$ cat src/dpit_pkg.sv
// Constants, types and register map of the dual-op issue timing block.
// Assumes one core clock; instruction details arrive from the issue stage.
package dpit_pkg;
  localparam int AW = 8;
  localparam logic [7:0] OFF_CTRL   = 8'h00;
  localparam logic [7:0] OFF_STATUS = 8'h04;
  localparam logic [7:0] OFF_R1     = 8'h08;
  localparam logic [7:0] OFF_R2     = 8'h0C;
  localparam logic [7:0] OFF_RL     = 8'h10;
  localparam logic [7:0] OFF_KR     = 8'h14;
  localparam logic [7:0] OFF_KI     = 8'h18;
  localparam logic [7:0] OFF_TEMP   = 8'h1C;
  localparam int CTRL_VARIANT = 0;
  localparam int CTRL_DUAL    = 1;
  localparam logic [1:0] CTRL_RST = 2'h3;
  localparam logic [3:0] CLK_ONE   = 4'h1;
  localparam logic [3:0] CLK_TWO   = 4'h2;
  localparam logic [3:0] CLK_THREE = 4'h3;
  localparam logic [2:0] DRAIN_SP  = 3'h2;
  localparam logic [2:0] DRAIN_DP  = 3'h3;
  localparam logic [3:0] TLB_FIXED = 4'h5;
  localparam logic [3:0] TLB_READS = 4'h2;
  localparam logic [3:0] LINE_BEATS = 4'h4;
  localparam logic [3:0] ICD_MISS  = 4'h2;
  localparam logic [3:0] ICD_HIT   = 4'h1;

  typedef enum logic [3:0] {
    CL_PLAIN, CL_BC, CL_BCT, CL_LOOP, CL_BTE, CL_BR, CL_BRI,
    CL_CALL, CL_CALLI, CL_GFX, CL_LADD, CL_FP
  } dpit_class_t;

  typedef enum logic [3:0] {
    ST_IDLE  = 4'b0001,
    ST_FRESH = 4'b0010,
    ST_BUS   = 4'b0100,
    ST_CNT   = 4'b1000
  } dpit_state_t;

  typedef enum logic [1:0] {M1_KR, M1_KI, M1_SOURCE_ONE} dpit_m1_t;
  typedef enum logic [1:0] {A1_SOURCE_ONE, A1_TEMP, A1_ARES, A1_SOURCE_TWO} dpit_a1_t;
  typedef enum logic [1:0] {A2_MRES, A2_ARES, A2_SOURCE_ONE} dpit_a2_t;

  typedef struct packed {
    dpit_m1_t m1;
    dpit_a1_t a1;
    dpit_a2_t a2;
    logic     k_ld;
    logic     t_ld;
  } dpit_route_t;
endpackage : dpit_pkg

$ cat src/dpit_issue_timing.sv
// Issue timing, freeze control and dual-op operand routing of the core.
// Assumes bus pins and issue-stage inputs are synchronous to pclk.
//
// Local design decisions: the APB slave port and the address map.
`timescale 1ns/1ps
module dpit_issue_timing (
  // Clock and reset
  input  wire logic                     pclk,
  input  wire logic                     presetn,
  // APB slave
  input  wire logic                     psel,
  input  wire logic                     penable,
  input  wire logic                     pwrite,
  input  wire logic [dpit_pkg::AW-1:0]  paddr,
  input  wire logic [31:0]              pwdata,
  output logic [31:0]                   prdata,
  output logic                          pready,
  output logic                          pslverr,
  // Issue stage, first slot
  input  wire logic                     issue_valid,
  input  wire dpit_pkg::dpit_class_t    slot_a_class,
  input  wire logic                     slot_a_taken,
  input  wire logic                     slot_a_prior_arith,
  input  wire logic                     slot_a_next_ma,
  input  wire logic                     slot_a_next_g,
  input  wire logic                     slot_a_move,
  // Issue stage, second slot of a dual pair
  input  wire logic                     dual_valid,
  input  wire dpit_pkg::dpit_class_t    slot_b_class,
  input  wire logic                     slot_b_taken,
  input  wire logic                     slot_b_prior_arith,
  input  wire logic                     slot_b_next_ma,
  input  wire logic                     slot_b_next_g,
  input  wire logic                     slot_b_move,
  // Freeze causes, and store path inputs; stores_waiting and wb_waiting only reach the status register
  input  wire logic                     dload_miss,
  input  wire logic                     dload_128,
  input  wire logic                     scalar_issue,
  input  wire logic                     scalar_dmul,
  input  wire logic                     fp_consumer,
  input  wire logic                     prec_overlap,
  input  wire logic                     pipe_dest_nonzero,
  input  wire logic                     tlb_miss,
  input  wire logic                     abit_update,
  input  wire logic                     icache_miss,
  input  wire logic                     line_has_ctl,
  input  wire logic                     dcache_busy,
  input  wire logic                     dcache_hit,
  input  wire logic                     addr_waiting,
  input  wire logic [1:0]               stores_waiting,
  input  wire logic                     wb_waiting,
  input  wire logic                     bus_pipe_full,
  // External bus pins
  input  wire logic                     address_strobe_n,
  input  wire logic                     burst_ready_n,
  input  wire logic                     repeated_addr,
  // Dual-op datapath
  input  wire logic                     dp_valid,
  input  wire logic [3:0]               datapath_control_code,
  input  wire logic [31:0]              source_one,
  input  wire logic [31:0]              add_result,
  output dpit_pkg::dpit_m1_t            mul_op1_sel,
  output dpit_pkg::dpit_a1_t            add_op1_sel,
  output dpit_pkg::dpit_a2_t            add_op2_sel,
  // Issue status
  output logic                          issue_ready,
  output logic                          issue_done,
  output logic                          freeze
);
  import dpit_pkg::*;

  typedef struct packed {
    dpit_state_t st;
    logic        ready;
    logic        frz;
    logic        done;
    logic [3:0]  cnt;
    logic [3:0]  rdy;
    logic [2:0]  drain;
    logic [1:0]  ctrl;
    logic        meas_on;
    logic [7:0]  meas;
    logic [3:0]  beat;
    logic [7:0]  r1;
    logic [7:0]  r2;
    logic [7:0]  rl;
    logic [31:0] kr;
    logic [31:0] ki;
    logic [31:0] tmp;
    dpit_route_t rt;
    logic        pready;
    logic        pslverr;
    logic [31:0] prdata;
  } dpit_regs_t;

  dpit_regs_t s_q;
  dpit_regs_t s_d;

  function automatic logic [3:0] slot_clocks(
    input dpit_class_t c, input logic tk, input logic pr,
    input logic ma, input logic g, input logic mv);
    logic [3:0] r;
    r = CLK_ONE;
    case (c)
      CL_BC:    r = (tk ? CLK_TWO : CLK_ONE) + {3'h0, pr};
      CL_BCT:   r = (tk ? CLK_ONE : CLK_TWO) + {3'h0, pr};
      CL_LOOP:  r = tk ? CLK_ONE : CLK_TWO;
      CL_BTE:   r = tk ? CLK_THREE : CLK_ONE;
      CL_BRI:   r = CLK_TWO;
      CL_CALL:  r = CLK_ONE + {3'h0, ma};
      CL_CALLI: r = CLK_TWO + {3'h0, ma};
      CL_GFX:   r = CLK_ONE + {3'h0, ma | g};
      CL_LADD:  r = CLK_ONE + {3'h0, ma & ~mv} + {3'h0, g};
      default:  r = CLK_ONE;
    endcase
    return r;
  endfunction : slot_clocks

  function automatic dpit_route_t route(input logic [3:0] code);
    dpit_route_t r;
    r = '{M1_KR, A1_SOURCE_ONE, A2_MRES, 1'b0, 1'b0};
    case (code)
      4'h8: r = '{M1_KR, A1_ARES, A2_SOURCE_ONE, 1'b0, 1'b0};
      4'h9: r = '{M1_SOURCE_ONE, A1_SOURCE_TWO, A2_MRES, 1'b0, 1'b0};
      4'hA: r = '{M1_KR, A1_SOURCE_ONE, A2_MRES, 1'b0, 1'b0};
      4'hB: r = '{M1_SOURCE_ONE, A1_TEMP, A2_ARES, 1'b0, 1'b1};
      default:
      begin
        if (!code[3])
        begin
          r.m1   = code[2] ? M1_KI : M1_KR;
          r.a1   = code[0] ? A1_TEMP : A1_SOURCE_ONE;
          r.k_ld = code[0];
          r.a2   = code[1] ? A2_ARES : A2_MRES;
          r.t_ld = code[1];
        end
      end
    endcase
    return r;
  endfunction : route

  // Derived freeze terms for the instruction being offered
  logic       acc;
  logic [3:0] fa;
  logic [3:0] fb;
  logic [3:0] n_w;
  logic [3:0] ext_w;
  logic [3:0] rdy_w;
  logic       fresh_w;
  logic       call_miss;
  logic       addr_full;
  logic       store_full;
  logic       drain_adj;
  logic       dual_on;
  logic [3:0] drain_add;

  assign acc = issue_valid & s_q.ready;
  assign dual_on = dual_valid & s_q.ctrl[CTRL_DUAL];
  assign fa = slot_clocks(slot_a_class, slot_a_taken, slot_a_prior_arith,
                          slot_a_next_ma, slot_a_next_g, slot_a_move);
  assign fb = dual_on ? slot_clocks(slot_b_class, slot_b_taken,
                          slot_b_prior_arith, slot_b_next_ma,
                          slot_b_next_g, slot_b_move) : CLK_ONE;
  assign n_w = (fb > fa) ? fb : fa;
  assign addr_full = addr_waiting & bus_pipe_full;
  assign store_full = (stores_waiting[1] | wb_waiting)
                      & bus_pipe_full;
  assign call_miss = dload_miss
                     & (slot_a_class == CL_CALL | slot_a_class == CL_CALLI);
  assign drain_adj = prec_overlap | pipe_dest_nonzero;
  // Remaining drain already counts the clocks spent since the scalar op
  assign drain_add = (fp_consumer && s_q.drain != 3'h0)
                     ? {1'b0, s_q.drain} + {3'h0, drain_adj}
                     : 4'h0;
  assign ext_w = (n_w - CLK_ONE) + drain_add
               + (tlb_miss ? TLB_FIXED : 4'h0)
               + {3'h0, call_miss}
               + ((icache_miss & dcache_busy)
                  ? (dcache_hit ? ICD_HIT : ICD_MISS)
                  : 4'h0);
  assign rdy_w = (call_miss ? (dload_128 ? 4'h2 : 4'h1) : 4'h0)
               + (icache_miss
                  ? ((s_q.ctrl[CTRL_VARIANT] & line_has_ctl)
                     ? LINE_BEATS : 4'h1) : 4'h0)
               + (tlb_miss ? TLB_READS + {3'h0, abit_update}
                           : 4'h0);
  assign fresh_w = s_q.ctrl[CTRL_VARIANT] & addr_full;

  function automatic logic [31:0] rd_mux(input logic [AW-1:0] a,
                                         input dpit_regs_t s);
    logic [31:0] v;
    v = 32'h0000_0000;
    case (a)
      OFF_CTRL:   v = {30'h0, s.ctrl};
      OFF_STATUS: v = {24'h0, s.drain, store_full, addr_full,
                       s.frz, s.st[3:2]};
      OFF_R1:     v = {24'h0, s.r1};
      OFF_R2:     v = {24'h0, s.r2};
      OFF_RL:     v = {24'h0, s.rl};
      OFF_KR:     v = s.kr;
      OFF_KI:     v = s.ki;
      OFF_TEMP:   v = s.tmp;
      default:    v = 32'h0000_0000;
    endcase
    return v;
  endfunction : rd_mux

  always_comb
  begin
    s_d = s_q;
    s_d.done = 1'b0;
    s_d.pready = 1'b0;
    s_d.pslverr = 1'b0;
    // APB: answer in the first access cycle, no wait states
    if (psel && !penable)
    begin
      s_d.pready = 1'b1;
      s_d.prdata = rd_mux(paddr, s_q);
      s_d.pslverr = !(paddr[1:0] == 2'h0 && paddr <= OFF_TEMP);
    end
    if (psel && penable && s_q.pready && pwrite && !s_q.pslverr)
    begin
      case (paddr)
        OFF_CTRL: s_d.ctrl = pwdata[1:0];
        OFF_KR:   s_d.kr = pwdata;
        OFF_KI:   s_d.ki = pwdata;
        default:  s_d.ctrl = s_q.ctrl;
      endcase
    end
    // Bus interval measurement from strobe to the first, second and last ready
    if (s_q.meas_on)
    begin
      s_d.meas = s_q.meas + 8'h01;
      if (!burst_ready_n)
      begin
        s_d.beat = s_q.beat + 4'h1;
        if (s_q.beat == 4'h0)
          s_d.r1 = s_d.meas;
        if (s_q.beat == 4'h1)
          s_d.r2 = s_d.meas;
        if (s_q.beat == LINE_BEATS - 4'h1)
        begin
          s_d.rl = s_d.meas;
          s_d.meas_on = 1'b0;
        end
      end
    end
    if (!address_strobe_n)
    begin
      s_d.meas = 8'h01;
      s_d.beat = 4'h0;
      s_d.meas_on = 1'b1;
    end
    // Scalar drain window shrinks with every clock that passes
    if (s_q.drain != 3'h0)
      s_d.drain = s_q.drain - 3'h1;
    // Issue sequencing; ST_IDLE is left only on acceptance
    case (s_q.st)
      ST_IDLE:
      begin
        if (acc)
        begin
          s_d.cnt = ext_w;
          s_d.rdy = rdy_w;
          if (scalar_issue)
            s_d.drain = scalar_dmul ? DRAIN_DP : DRAIN_SP;
          if (fresh_w)
            s_d.st = ST_FRESH;
          else if (rdy_w != 4'h0)
            s_d.st = ST_BUS;
          else if (ext_w != 4'h0)
            s_d.st = ST_CNT;
          else
            s_d.done = 1'b1;
          if (dp_valid)
          begin
            s_d.rt = route(datapath_control_code);
            if (s_d.rt.k_ld && s_d.rt.m1 == M1_KI)
              s_d.ki = source_one;
            else if (s_d.rt.k_ld && s_d.rt.m1 == M1_KR)
              s_d.kr = source_one;
            if (s_d.rt.t_ld)
              s_d.tmp = add_result;
          end
        end
      end
      ST_FRESH:
      begin
        // Repeated line-fill addresses do not release the stall
        if (!address_strobe_n && !repeated_addr)
        begin
          if (s_q.rdy != 4'h0)
            s_d.st = ST_BUS;
          else if (s_q.cnt != 4'h0)
            s_d.st = ST_CNT;
          else
          begin
            s_d.st = ST_IDLE;
            s_d.done = 1'b1;
          end
        end
      end
      ST_BUS:
      begin
        if (!burst_ready_n)
        begin
          s_d.rdy = s_q.rdy - 4'h1;
          if (s_q.rdy == 4'h1)
          begin
            if (s_q.cnt != 4'h0)
              s_d.st = ST_CNT;
            else
            begin
              s_d.st = ST_IDLE;
              s_d.done = 1'b1;
            end
          end
        end
      end
      ST_CNT:
      begin
        s_d.cnt = s_q.cnt - 4'h1;
        if (s_q.cnt == 4'h1)
        begin
          s_d.st = ST_IDLE;
          s_d.done = 1'b1;
        end
      end
      default:
      begin
        s_d.st = ST_IDLE;
      end
    endcase
    s_d.ready = (s_d.st == ST_IDLE);
    s_d.frz = (s_d.st != ST_IDLE);
  end

  always_ff @(posedge pclk or negedge presetn)
  begin
    if (!presetn)
    begin
      s_q <= '0;
      s_q.st <= ST_IDLE;
      s_q.ready <= 1'b1;
      s_q.ctrl <= CTRL_RST;
    end
    else
    begin
      s_q <= s_d;
    end
  end

  assign prdata      = s_q.prdata;
  assign pready      = s_q.pready;
  assign pslverr     = s_q.pslverr;
  assign mul_op1_sel = s_q.rt.m1;
  assign add_op1_sel = s_q.rt.a1;
  assign add_op2_sel = s_q.rt.a2;
  assign issue_ready = s_q.ready;
  assign issue_done  = s_q.done;
  assign freeze      = s_q.frz;
endmodule : dpit_issue_timing

$ cat config.mk
export PLATFORM = sky130hd
export DESIGN_NAME = dpit_issue_timing
export DESIGN_NICKNAME = d
export VERILOG_FILES = /design/src/dpit_pkg.sv /design/src/dpit_issue_timing.sv
export SDC_FILE = /design/constraint.sdc
export NUM_CORES = 1
export LEC_CHECK = 0
export ABC_AREA = 1
export ABC_CLOCK_PERIOD_IN_PS = 3840
export BUFFER_PORTS_ARGS = -buffer_cell sky130_fd_sc_hd__buf_2
export CORE_MARGIN = 2
export CORE_UTILIZATION = 57
export DETAILED_ROUTE_END_ITERATION = 8
export PLACE_DENSITY_LB_ADDON = 0.05
export SLEW_MARGIN = 20
export SYNTH_ARGS = -nofsm -noshare
export SYNTH_HDL_FRONTEND = slang
export SYNTH_SLANG_ARGS = --single-unit
$ cat constraint.sdc
create_clock -name pclk -period 3.84 [get_ports pclk]
set_input_delay 0.384 -clock pclk [delete_from_list [all_inputs] [get_ports pclk]]
set_output_delay 0.384 -clock pclk [all_outputs]
set_load 0.1 [all_outputs]
# After elaboration in Yosys (flattened, before gate mapping)
# Cells that the tools add are included.
[totals]
regBits = 195
input_bits = 155
out_inout_bits = 43
word_cells = 228
[classes]
addsub = 28
order_cmp = 2
n_eq_ne = 44
muxes = 76
n_bitwise = 18
reduce_logical = 35
[ops]
columns = ["op", "count"]
rows = [
  ["$mux 104", 3],
  ["$pmux 32 s8", 1],
  ["$mux 32", 6],
  ["$pmux 4 s9", 2],
  ["$mux 64", 1],
  ["$mux 4", 14],
  ["$mux 8", 6],
  ["$eq 4x4->1 const B", 11],
  ["$mux 37", 1],
  ["$mux 34", 1],
  ["$eq 8x5->1 const B", 4],
  ["$pmux 8 s4", 1],
  ["$eq 4x1->1 const B", 7],
  ["$eq 4x3->1 const B", 7],
  ["$mux 28", 1],
  ["$eq 4x2->1 const B", 6],
  ["$mux 3", 7],
  ["$mux 2", 10],
  ["$eq 8x4->1 const B", 2],
  ["$pmux 4 s2", 2],
  ["$pmux 4 s4", 1],
  ["$reduce_bool 4->1", 4],
  ["$mux 1", 15],
  ["$reduce_and 3->1", 5],
  ["36 further kinds", 85],
]

# Longest topological paths before layout
[depth]
word_depth = 20
ltp_mapped = 31
depth_no_buf = 30

# Worst setup path before layout
# Ideal clock, no wire load.
[synth_path]
path_type = "input -> register"
start = "in slot_a_next_ma"
end = "reg s_q, in the netlist freeze"
setup_time_ns = 0.123
arrival_time_ns = 3.827
required_ns = 3.717
setup_slack_ns = -0.110
cell_stages = 23
path_buffers = 0
cell_sequence = "inv_1 -> or2_2 -> ha_1 -> inv_1 -> nand2_1 -> nand3b_1 -> or2_2 -> ha_1 -> nand3_1 -> nand2_1 -> inv_1 -> nand2_1 -> nand2_1 -> ha_1 -> inv_1 -> fa_1 -> inv_1 -> fa_1 -> nand2_1 -> nor2_1 -> nand3_1 -> nand2_1 -> a21oi_1"
[synth_lines]
columns = ["element", "line", "text"]
rows = [
  ["start: declaration", "dpit_issue_timing.sv:24", "input wire logic slot_a_next_ma,"],
  ["end: declaration", "dpit_issue_timing.sv:96", "dpit_regs_t s_q;"],
]

==> out/qor.yml <==
min_path:
  min_to: "s_q[52]"
  hold_start: "add_result[10]"
  hp-class: "primary input to flip-flop"
  hold_depth: 3
timing:
  min_period_over_period: 0.962
  tightest_slew_ns: 1.07
  finClkSkew_ns: 0.0162
  maxSlewViolCount: 0
  setup_viol: 0
  fin_setup_tns_ns: 0
  fmax_mhz: 271
  fin_crit_ns: 3.69
  relSlewSlack: 0.283
  final-hold-violation-count: 0
floorplan:
  row_count: 51
  die_x_um: 146
  die_y_um: 146
  core_area_um2: 19600
  ios: 198
  start_util: 0.586
  dieArea_um2: 21300
pwr:
  peakVddDrop_v: 0.000455
  power.density_nw_per_um2: 539
  power_frac_clock: 0.234
  internal-power_mw: 4.36
  p_switching_mw: 2.74
  total_leakage_power_nw: 7.39
  p_seq_frac: 0.426
  pwr-share-comb: 0.340
  p_sw_frac: 0.386
cells_and_area:
  syn2layout_area_growth_pct: 14.7
  drive_gt1_frac: 0.184
  fillers: 1767
  final_util: 0.672
  fin_nets: 1945
global_route:
  grt_overflow: 0
  grt_max_degree: 81
  grt_pass1_vias: 9785
  grtUsageTotal: 0.284
  antenna_found_initial: 2
  grt_pass1_wl_um: 48600
route:
  drt-wirelength-per-cell_um: 14.7
  drt-vias-per-instance: 5.22
  vias: 10600
  route.detailed.drc: 0
  drt_iter0_drc: 705
  drt-total-wl_um: 29800
  dr.pass1.iters: 5
  antenna_left: 0
yosys:
  ys_seq_elements: 193
  netlist_top_cells_area: "dfrtp_1 41%, nand2_1 18%, nand3_1 6.6%"
  yosysUniqueCellTypes: 43
  netlist_area_um2: 11500
  synth_top_area_share: 0.412
  synthCells: 1592
  synth_ff_type: "dfrtp_1"
  ys_seq_area_frac: 0.421
  synth_common_cells: "539 x nand2_1, 202 x inv_1, 189 x dfrtp_1, 152 x nand3_1, 114 x o21ai_0"
  synth-edff-count: 0
  synth.net_count: 1788
  yosysTopAreaCell: "dfrtp_1"
  syn-mean-instance-area_um2: 7.21
  yosysWarnings: 0
  synth_most_common_cell: "nand2_1"
  async_flop_share: 1.00
setup_path:
  required_ns: 4.23
  crit_type: "flip-flop to flip-flop"
  rr_endpoint: "issue_ready"
  ff2ff_setup_slack_ns: 0.15
  rr_startpoint: "s_q[176]"
  arrival_ns: 4.08
  r2r_cells: 22
  cp-end-kind: "flip-flop"
  start_kind: "flip-flop"
  timing.critical_path.fanout_max: 3
cts:
  cts_root_buf: "clkbuf_16"
  htreeDepth: 4
  cts_made_buffers: 17
  cts.clk_slew.worst_paths_ns: 0.08
  clk_path_buf_depth: 2
  cts_tree: "built"
  insertion_delay_ns: 0.44
  cts_sinks: 193
placed_design:
  place_hpwl_um: 20700
  place.port_buffers: 196
  routabilityCongestion: 0.914
status:
  status: "finished, final reports clean"
flow_run:
  cap_violations: 0
-- layout make-up --
| type | instances | area [µm²] | share of cell area |
|---|---|---|---|
| multi-input cells | 1092 | 5380 | 0.409 |
| inverters | 211 | 792 | 0.0601 |
| repair buffers | 234 | 1290 | 0.0979 |
| diodes | 2 | 5.00 | 0.000380 |
| clock buffers | 20 | 437 | 0.0331 |
| well taps | 265 | 332 | 0.0252 |
| flip-flops and latches | 193 | 4830 | 0.367 |
| clock inverters | 12 | 100 | 0.00760 |
-- through the flow --
stage	cell area (µm²)	power, mW	setup WS [ns]	instances	hold slack (ns)
global placement	12500	5.30	-0.209	1993	0.453
floorplan	11500	4.82	0.0395	1592	0.0884
finish	13200	7.09	0.146	2029	0.167
global route	13200	7.60	-0.0649	2029	0.174
detailed placement	12500	5.39	-0.283	1993	0.455
CTS	13100	7.05	0.0717	2026	0.160
-- state kept, by name, indices dropped and copies added (netlist names) --
signal	flops
freeze	1
pslverr	1
prdata	32
issue_done	1
add_op2_sel	2
add_op1_sel	2
s_q	150
pready	1
mul_op1_sel	2
issue_ready	1
-- how the worst max path moves through the flow --
stage	start	endpoint	slack, ns	cells after the start
after detailed placement	slot_a_next_ma	issue_ready	-0.28	25
after floorplan	slot_a_next_ma	freeze	0.04	23
after CTS	s_q[176]	issue_ready	0.07	22
final	s_q[176]	issue_ready	0.15	22
after global routing	slot_b_class[2]	s_q[191]	-0.06	26
after global placement	slot_a_move	freeze	-0.21	23
-- logic make-up (layout without fill, tap and decap cells) --
group                    Yosys count  in the layout  synth area share
AND/OR/NAND/NOR                  827            827             0.302
buffers and inverters            307            477             0.122
AO/OA/AOI/OAI                    215            215            0.0998
flip-flops                       193            193             0.421
adder cells (fa/ha/maj)           41             41            0.0486
XOR/XNOR                           9              9           0.00687
other                              0              2                 0
-- power groups by stage --
stage | combinational, mW | clock [mW] | sequential (mW)
after global routing | 2.74 | 1.77 | 3.09
after floorplan | 1.77 | 0 | 3.04
after detailed placement | 2.34 | 0 | 3.05
after global placement | 2.27 | 0 | 3.03
final | 2.41 | 1.66 | 3.02
after CTS | 2.36 | 1.68 | 3.02
-- cell usage in the layout, fill, tap and decap left out, types with 3 or more instances in the layout --
cell type  instances
nand2_1          533
inv_1            198
buf_2            195
dfrtp_1          189
nand3_1          151
o21ai_0          108
nor2_1            85
o21ai_1           58
buf_4             36
ha_1              31
clkbuf_16         17
a21oi_1           16
inv_2             12
o22ai_1           10
nand2_2           10
a31oi_1            9
nor2_2             8
nand4_1            8
nor3_1             8
nor2_4             7
o211ai_1           6
xor2_1             5
fa_1               5
inv_6              5
clkinv_4           5
or2_2              4
ha_4               4
dfstp_2            4
xnor2_1            3
nand3_2            3
clkbuf_1           3
-- per-layer routing --
layer	vias up	routed length, µm	GRT usage
met1	4941	13700	0.404
met5	-	0	0
li1	5294	-	-
met2	314	13700	0.448
met3	37	1840	0.0549
met4	0	543	0.0755
-- critical path, cell delays in order (launching register included) --
cell     delay, ns
dfstp_2       0.57
nand2_1       0.07
inv_2         0.06
nand3_1       0.12
inv_2         0.10
ha_4          0.21
a21oi_1       0.16
o21ai_1       0.10
nand2_2       0.08
inv_1         0.05
nand2_1       0.08
nand2_2       0.08
ha_4          0.26
inv_1         0.04
fa_1          0.58
inv_2         0.05
fa_2          0.52
nand2_1       0.08
nor2_4        0.11
nand3_2       0.10
nand2_2       0.10
nand2_2       0.06
nand2_1       0.07
-- repair_timing --
action	4_1_cts	5_1_grt
buffers inserted	0	1
hold endpoints to repair	10	0
hold buffers	1	0
resized for setup	0	30
setup endpoints to repair	0	6
(Power assumes the default switching activity.)
